--- src/inc/wdkg_regs.svh ---
// Register map, field positions, reset values and timing counts
`ifndef WDKG_REGS_SVH
`define WDKG_REGS_SVH

// Byte offsets of the APB registers
`define WDKG_CTRL_OFS 8'h00
`define WDKG_CAUSE_OFS 8'h04
`define WDKG_STAT_OFS 8'h08
`define WDKG_IRQ_OFS 8'h0c
`define WDKG_MASK_OFS 8'h10

// Control register layout and reset value
`define WDKG_CTRL_RST 8'h53
`define WDKG_KEY_HI 7
`define WDKG_KEY_LO 3
`define WDKG_SEL_HI 2
`define WDKG_SEL_LO 0

// Key codes
`define WDKG_KEY_A 5'h15
`define WDKG_KEY_B 5'h0a

// Reset cause flags: key reset flag position
`define WDKG_KEYF_BIT 0

// Status register positions
`define WDKG_TO_BIT 0
`define WDKG_PDF_BIT 1

// Interrupt status positions: overflow, invalid key
`define WDKG_IRQ_OVF 0
`define WDKG_IRQ_KEY 1

// Slow oscillator nominal rate and bus clock rate
`define WDKG_SLOW_HZ 32000
`define WDKG_PCLK_MHZ 250

// Software reset delay in ns and derived bus-clock count (rounded up)
`define WDKG_SRESET_NS 1000
`define WDKG_SRESET_CYC ((`WDKG_SRESET_NS * `WDKG_PCLK_MHZ + 999) / 1000)

// Time-out exponents for the eight period codes
`define WDKG_EXP0 8
`define WDKG_EXP1 10
`define WDKG_EXP2 12
`define WDKG_EXP3 14
`define WDKG_EXP4 15
`define WDKG_EXP5 16
`define WDKG_EXP6 17
`define WDKG_EXP7 18

`endif

--- src/inc/wdkg_pkg.sv ---
// Types for the key-guarded watchdog
package wdkg_pkg;

  // Key guard state, one-hot
  typedef enum logic [1:0] {
    WDKG_KS_OK = 2'b01,
    WDKG_KS_WAIT = 2'b10
  } wdkg_key_state_t;

endpackage : wdkg_pkg

--- src/hdl/wdkg_watchdog.sv ---
// Key-guarded watchdog timer with APB registers and interrupt
`timescale 1ns/1ns
`include "wdkg_regs.svh"

module wdkg_watchdog #(
  parameter int CNT_W = 18,
  parameter int SRESET_CYC = `WDKG_SRESET_CYC
) (
  input wire logic pclk,
  input wire logic presetn,
  input wire logic psel,
  input wire logic penable,
  input wire logic pwrite,
  input wire logic [7:0] paddr,
  input wire logic [31:0] pwdata,
  output logic [31:0] prdata,
  output logic pready,
  output logic pslverr,
  input wire logic slow_osc_clk,
  input wire logic cfg_always_on,
  input wire logic clear_watchdog_instruction_instr,
  input wire logic halt_instr,
  input wire logic halted,
  output logic device_reset,
  output logic pc_sp_reset,
  output logic irq
);

  // Period code to cycle count of the slow oscillator
  function automatic logic [CNT_W:0] period_len(input logic [2:0] sel);
    logic [4:0] e;
    e = 5'(`WDKG_EXP0);
    unique case (sel)
      3'h0: e = 5'(`WDKG_EXP0);
      3'h1: e = 5'(`WDKG_EXP1);
      3'h2: e = 5'(`WDKG_EXP2);
      3'h3: e = 5'(`WDKG_EXP3);
      3'h4: e = 5'(`WDKG_EXP4);
      3'h5: e = 5'(`WDKG_EXP5);
      3'h6: e = 5'(`WDKG_EXP6);
      3'h7: e = 5'(`WDKG_EXP7);
    endcase
    return (CNT_W + 1)'(1) << e;
  endfunction : period_len

  // Registers
  logic [7:0] ctrl_reg; // Key field and period code
  logic key_flag_reg; // Invalid-key reset cause
  logic to_reg; // Time-out status
  logic pdf_reg; // Power-down status
  logic [1:0] irq_stat_reg; // Sticky events
  logic [1:0] irq_mask_reg; // Event enables
  logic [CNT_W-1:0] cnt_reg; // Watchdog count
  logic [15:0] dly_reg; // Software reset delay
  wdkg_pkg::wdkg_key_state_t kst_reg;
  logic osc_s1_reg, osc_s2_reg, osc_s3_reg; // Oscillator sync
  logic cfg_s1_reg, cfg_s2_reg; // Option pin sync

  // Decoded conditions
  logic [4:0] key;
  logic key_a, key_b, key_bad, wdt_en, osc_tick;
  logic ovf, key_fire, wr_done, rd_done;
  logic [31:0] rd_val;
  logic rd_hit;

  assign key = ctrl_reg[`WDKG_KEY_HI:`WDKG_KEY_LO];
  assign key_a = (key == `WDKG_KEY_A);
  assign key_b = (key == `WDKG_KEY_B);
  assign key_bad = !key_a && !key_b;
  // Always-on runs on either key; register mode only on the enable key
  assign wdt_en = cfg_s2_reg ? !key_bad : key_b;
  // One tick per rising oscillator edge, from synchronised copies
  assign osc_tick = osc_s2_reg && !osc_s3_reg;
  // Last count of the selected period reached on a tick
  assign ovf = wdt_en && osc_tick &&
    ((CNT_W + 1)'(cnt_reg) ==
     period_len(ctrl_reg[`WDKG_SEL_HI:`WDKG_SEL_LO]) - 1'b1);
  // Delay expired while waiting on a bad key
  assign key_fire = (kst_reg == wdkg_pkg::WDKG_KS_WAIT) &&
    (dly_reg == 16'(SRESET_CYC - 1));
  assign wr_done = psel && penable && pready && pwrite;
  assign rd_done = psel && penable && pready && !pwrite;

  // Synchronisers for the oscillator and option pin
  always_ff @(posedge pclk or negedge presetn) begin
    if (!presetn) begin
      osc_s1_reg <= 1'b0;
      osc_s2_reg <= 1'b0;
      osc_s3_reg <= 1'b0;
      cfg_s1_reg <= 1'b0;
      cfg_s2_reg <= 1'b0;
    end else begin
      osc_s1_reg <= slow_osc_clk;
      osc_s2_reg <= osc_s1_reg;
      osc_s3_reg <= osc_s2_reg;
      cfg_s1_reg <= cfg_always_on;
      cfg_s2_reg <= cfg_s1_reg;
    end
  end

  // Control register: software writes, back to reset value on key reset
  always_ff @(posedge pclk or negedge presetn) begin
    if (!presetn) begin
      ctrl_reg <= `WDKG_CTRL_RST;
    end else if (key_fire) begin
      ctrl_reg <= `WDKG_CTRL_RST;
    end else if (wr_done && paddr == `WDKG_CTRL_OFS) begin
      ctrl_reg <= pwdata[7:0];
    end
  end

  // Key guard: a bad key waits out the delay, then resets
  always_ff @(posedge pclk or negedge presetn) begin
    if (!presetn) begin
      kst_reg <= wdkg_pkg::WDKG_KS_OK;
      dly_reg <= 16'h0000;
    end else begin
      unique case (kst_reg)
        wdkg_pkg::WDKG_KS_OK: begin
          dly_reg <= 16'h0000;
          // Any code other than the two keys starts the delay
          if (key_bad) begin
            kst_reg <= wdkg_pkg::WDKG_KS_WAIT;
          end
        end
        wdkg_pkg::WDKG_KS_WAIT: begin
          if (key_fire) begin
            kst_reg <= wdkg_pkg::WDKG_KS_OK;
            dly_reg <= 16'h0000;
          end else begin
            dly_reg <= dly_reg + 16'h0001;
          end
        end
      endcase
    end
  end

  // Watchdog count
  always_ff @(posedge pclk or negedge presetn) begin
    if (!presetn) begin
      cnt_reg <= '0;
    end else if (key_fire || clear_watchdog_instruction_instr || halt_instr || ovf) begin
      cnt_reg <= '0;
    end else if (wdt_en && osc_tick) begin
      cnt_reg <= cnt_reg + 1'b1;
    end
  end

  // Key reset cause flag: hardware sets, written zero clears
  always_ff @(posedge pclk or negedge presetn) begin
    if (!presetn) begin
      key_flag_reg <= 1'b0;
    end else if (key_fire) begin
      key_flag_reg <= 1'b1;
    end else if (wr_done && paddr == `WDKG_CAUSE_OFS &&
                 !pwdata[`WDKG_KEYF_BIT]) begin
      key_flag_reg <= 1'b0;
    end
  end

  // Time-out and power-down status
  always_ff @(posedge pclk or negedge presetn) begin
    if (!presetn) begin
      to_reg <= 1'b0;
      pdf_reg <= 1'b0;
    end else begin
      // Overflow sets time-out; halt and clear instructions clear it
      if (ovf) begin
        to_reg <= 1'b1;
      end else if (halt_instr || clear_watchdog_instruction_instr) begin
        to_reg <= 1'b0;
      end
      // Halt sets power-down; clear instruction drops it
      if (halt_instr) begin
        pdf_reg <= 1'b1;
      end else if (clear_watchdog_instruction_instr) begin
        pdf_reg <= 1'b0;
      end
    end
  end

  // Reset outputs: key reset gives full reset; overflow gives full reset when running, PC/SP reset when halted
  always_ff @(posedge pclk or negedge presetn) begin
    if (!presetn) begin
      device_reset <= 1'b0;
      pc_sp_reset <= 1'b0;
    end else begin
      device_reset <= key_fire || (ovf && !halted);
      pc_sp_reset <= ovf && halted;
    end
  end

  // Interrupt status, mask and output; a read clears, set wins
  always_ff @(posedge pclk or negedge presetn) begin
    if (!presetn) begin
      irq_stat_reg <= 2'b00;
      irq_mask_reg <= 2'b00;
      irq <= 1'b0;
    end else begin
      if (rd_done && paddr == `WDKG_IRQ_OFS) begin
        // Clear only what the reader was shown; later events stay
        irq_stat_reg <= (irq_stat_reg & ~prdata[1:0]) | {key_fire, ovf};
      end else begin
        irq_stat_reg <= irq_stat_reg | {key_fire, ovf};
      end
      if (wr_done && paddr == `WDKG_MASK_OFS) begin
        irq_mask_reg <= pwdata[1:0];
      end
      irq <= |(irq_stat_reg & irq_mask_reg);
    end
  end

  // Read mux
  always_comb begin
    rd_val = 32'h0000_0000;
    rd_hit = 1'b1;
    unique case (paddr)
      `WDKG_CTRL_OFS: rd_val[7:0] = ctrl_reg;
      `WDKG_CAUSE_OFS: rd_val[`WDKG_KEYF_BIT] = key_flag_reg;
      `WDKG_STAT_OFS: begin
        rd_val[`WDKG_TO_BIT] = to_reg;
        rd_val[`WDKG_PDF_BIT] = pdf_reg;
      end
      `WDKG_IRQ_OFS: rd_val[1:0] = irq_stat_reg;
      `WDKG_MASK_OFS: rd_val[1:0] = irq_mask_reg;
      default: rd_hit = 1'b0;
    endcase
  end

  // APB answer: one wait state, data and error captured with pready
  always_ff @(posedge pclk or negedge presetn) begin
    if (!presetn) begin
      pready <= 1'b0;
      prdata <= 32'h0000_0000;
      pslverr <= 1'b0;
    end else if (psel && penable && !pready) begin
      pready <= 1'b1;
      prdata <= pwrite ? 32'h0000_0000 : rd_val;
      pslverr <= !rd_hit;
    end else begin
      pready <= 1'b0;
      pslverr <= 1'b0;
    end
  end
endmodule : wdkg_watchdog

--- config.mk ---
export PLATFORM = sky130hd
export DESIGN_NAME = wdkg_watchdog
export DESIGN_NICKNAME = d
export VERILOG_FILES = /design/src/inc/wdkg_pkg.sv /design/src/hdl/wdkg_watchdog.sv
export VERILOG_INCLUDE_DIRS = /design/src /design/src/inc
export SDC_FILE = /design/constraint.sdc
export NUM_CORES = 1
export LEC_CHECK = 0
export ABC_CLOCK_PERIOD_IN_PS = 3200
export BUFFER_PORTS_ARGS = -buffer_cell sky130_fd_sc_hd__buf_2
export CORE_MARGIN = 2
export CORE_UTILIZATION = 25
export CTS_CLUSTER_SIZE = 20
export DETAILED_ROUTE_END_ITERATION = 10
export PLACE_DENSITY = 0.51
export REMOVE_ABC_BUFFERS = 1
export SLEW_MARGIN = 40
export SYNTH_ARGS = -nofsm -noshare
export SYNTH_HDL_FRONTEND = slang
export SYNTH_SLANG_ARGS = --single-unit
--- constraint.sdc ---
create_clock -name pclk -period 3.2 [get_ports pclk]
set_input_delay 0.48 -clock pclk [delete_from_list [all_inputs] [get_ports pclk]]
set_output_delay 0.48 -clock pclk [all_outputs]
set_load 0.02 [all_outputs]
==> results by group <==
Drt
  – Number of DRC markers in iteration 0: 122
  – ANT nets after route: 0
  – Post-DR wirelength/cell: 13.5 um
  – Vias: 2742
  – DRT Pass-1 Iters: 4
  – DRC Markers: 0
  – Final wirelength: 7980 um
  – Vias per cell: 4.63

Worst hold path
  – Hold crit path type: input pin to asynchronous set/reset pin

Clock network
  – CTS tree: built
  – Post-CTS sizing: 0
  – Clk_lat worst skew: 0.33 ns
  – Cts-stage hold buffer count: 0
  – CTS max path bufs: 2
  – Setup Buffers After CTS: 0
  – CTS H-tree depth: 3
  – CTS buffer count: 9
  – CTS sink cnt: 69
  – CTS root buf: clkbuf_16
  – CTS clk-pin slew, worst paths: 0.06 ns

Floorplanning
  – Core Box Area: 14500 um^2
  – Die height: 126 um
  – Cell Rows: 44
  – Die area: 15900 um^2
  – Initial core utilization: 0.256
  – Die W: 126 um
  – I/O pins: 87

Pwr
  – Pleak: 2.05 nW
  – IR drop worst, VDD: 0.235 mV
  – Pwr per Cell Area: 464 nW/um^2

STA
  – Max-slew violations: 0
  – Final Cycle Share: 0.865
  – Fmax: 0.361 GHz
  – Max transition margin: 0.507
  – Sum Neg Setup Slack: 0 ns
  – Worst-Margin Slew: 0.733 ns
  – Tmin final: 2.77 ns
  – Worst Slack Setup Final: 0.432 ns
  – Clock skew: 0.00808 ns
  – Unrepaired setup endpoints after global routing: false
  – Fin. Hold Viols: 0
  – Final setup fails: 0

Placed design
  – Post-DP HPWL: 5680 um
  – Pre-CTS setup slack: 0.433 ns
  – GPL Wtd Cong: 0.758
  – PortBufs: 38

Worst setup path
  – Worst EP required: 3.39 ns
  – Data arrival, critical path: 2.95 ns
  – Crit path launch type: flip-flop
  – Critical path fanouts, max: 11
  – Worst R2R Path Depth: 8
  – Reg-to-Reg End: cnt_reg[10]
  – CP Capture Type: flip-flop
  – Kind of critical path: flip-flop to flip-flop
  – Worst reg2reg startpoint: ctrl_reg[1]
  – Slowest-stage cell, CP: dfstp_2
  – Largest stage delay, worst path: 0.63 ns
  – FF-to-FF setup slack: 0.43 ns
  – Crit-path cells: inv_1 > ha_1 > or3b_2 > a211oi_1 > nand4_1 > nor4_4 > buf_4 > nor3_1

Synthesis
  – Mapped cell area: 3720 um^2
  – Post-Syn Area per Cell: 10.2 um^2
  – FF+latch count, synth: 69
  – Number of synthesized flops with an enable pin: 0
  – Ys async rst share: 1.00
  – Syn Inst Count: 363
  – Sequential fraction of the synthesis area: 0.466
  – Post-synth cell types: 54
  – Post-synth top flop: dfrtp_1
  – Warnings from Yosys: 0

Global route
  – Largest net degree at the start of global routing: 36
  – Vias in the first global route: 2778
  – Grt ovf: 0
  – Initial antenna violation count: 1
  – First-pass GRT wire length: 13600 um
  – Overall Global Routing Usage: 0.106

Outcome
  – Status: complete, no violations

Finish
  – Max reg flops: 18
  – Layout cells sized above 1: 0.189
  – P&R area growth vs syn: 16.6%
  – Commonest non-fill, non-tap cells in the layout: dfrtp_1, buf_2, nor2_1
  – Fin nets: 457
  – Most common cell after layout, fill and taps aside: dfrtp_1

Run
  – Max-cap violations: 0
[synthesized netlist by cell type, types with 3 or more instances]
cell type | instances | area share
a21o_1 | 5 | 0.010
a21oi_1 | 6 | 0.0081
a22o_1 | 7 | 0.016
and2_1 | 4 | 0.0067
and3_1 | 7 | 0.012
and4_1 | 7 | 0.016
buf_2 | 3 | 0.0040
buf_4 | 24 | 0.048
clkbuf_1 | 8 | 0.0081
dfrtp_1 | 64 | 0.43
dfstp_2 | 5 | 0.035
ha_1 | 5 | 0.017
inv_1 | 10 | 0.010
mux2_2 | 3 | 0.0091
mux2i_1 | 12 | 0.032
nand2_1 | 21 | 0.021
nand2b_1 | 4 | 0.0067
nand3_1 | 7 | 0.0094
nand4_1 | 8 | 0.013
nor2_1 | 25 | 0.025
nor2b_1 | 9 | 0.015
nor3_1 | 20 | 0.027
nor3b_1 | 5 | 0.010
nor4_1 | 3 | 0.0051
nor4bb_1 | 3 | 0.0081
o2111ai_1 | 7 | 0.016
o211ai_1 | 5 | 0.010
o21ai_0 | 13 | 0.018
o41ai_1 | 3 | 0.0071
or3_1 | 6 | 0.010
xnor2_1 | 4 | 0.0094
xor2_1 | 24 | 0.057
[area by class of cell]
class                   instances  area [um^2]
diodes                          1         2.50
clock buffers                  10          239
clock inverters                 6         70.1
fillers                      1513        10200
inverters                      10         37.5
multi-input cells             269         1780
flip-flops and latches         69         1730
well taps                     184          230
repair buffers                 43          243
[critical path: cells and delay by family (launching register included)]
kind / cells / cell delay [ns]
and+or+nand+nor: 4 / 1.07
adders and majority gates: 1 / 0.35
AOI/OAI and AO/OA: 1 / 0.25
DFF: 1 / 0.63
buffers and inverters: 2 / 0.34
[kinds of logic (layout without fill, tap and decap cells)]
logic type	Yosys count	in the layout	synth area share
XOR/XNOR	28	28	0.0660
buffers and inverters	48	69	0.0811
AO/OA/AOI/OAI	50	50	0.0933
adder cells (fa/ha/maj)	5	5	0.0168
other	1	25	0.00101
AND/OR/NAND/NOR	146	146	0.228
multiplexers	16	16	0.0475
flip-flops	69	69	0.466
[per-layer routing]
metal | global-route usage | share of wire | up-vias
li1 | - | - | 1333
met1 | 0.132 | 0.45 | 1352
met2 | 0.176 | 0.49 | 51
met3 | 0.0361 | 0.050 | 6
met4 | 0.0284 | 0.0076 | 0
met5 | 0 | 0 | -
[power breakdown]
group / switching [mW] / leakage (nW) / internal, mW
logic: 0.0709 / 0.990 / 0.0250
clock network: 0.400 / 0.147 / 0.631
registers: 0.00440 / 0.910 / 0.880
total: 0.476 / 2.05 / 1.54
[stage by stage]
step | power [mW] | util | hold slack (ns) | instance area [um^2] | instances
global placement | 0.996 | 0.276 | 0.340 | 4020 | 575
CTS | 2.04 | 0.298 | 0.123 | 4330 | 591
global route | 2.11 | 0.298 | 0.136 | 4330 | 591
floorplan | 0.945 | - | 0.184 | 3540 | 348
detailed placement | 0.997 | 0.277 | 0.336 | 4020 | 575
finish | 2.01 | 0.298 | 0.110 | 4330 | 592
[how the worst max path moves through the flow]
stage | start | endpoint | slack [ns] | depth (start not counted)
after detailed placement | ctrl_reg[0] | cnt_reg[10] | 0.43 | 8
after CTS | ctrl_reg[1] | cnt_reg[10] | 0.42 | 8
after global routing | ctrl_reg[0] | cnt_reg[13] | 0.21 | 8
after global placement | ctrl_reg[1] | cnt_reg[9] | 0.50 | 8
final | ctrl_reg[1] | cnt_reg[10] | 0.43 | 8
after floorplan | ctrl_reg[0] | cnt_reg[0] | 0.07 | 7
Note: power is estimated with default switching activity, not from simulation.
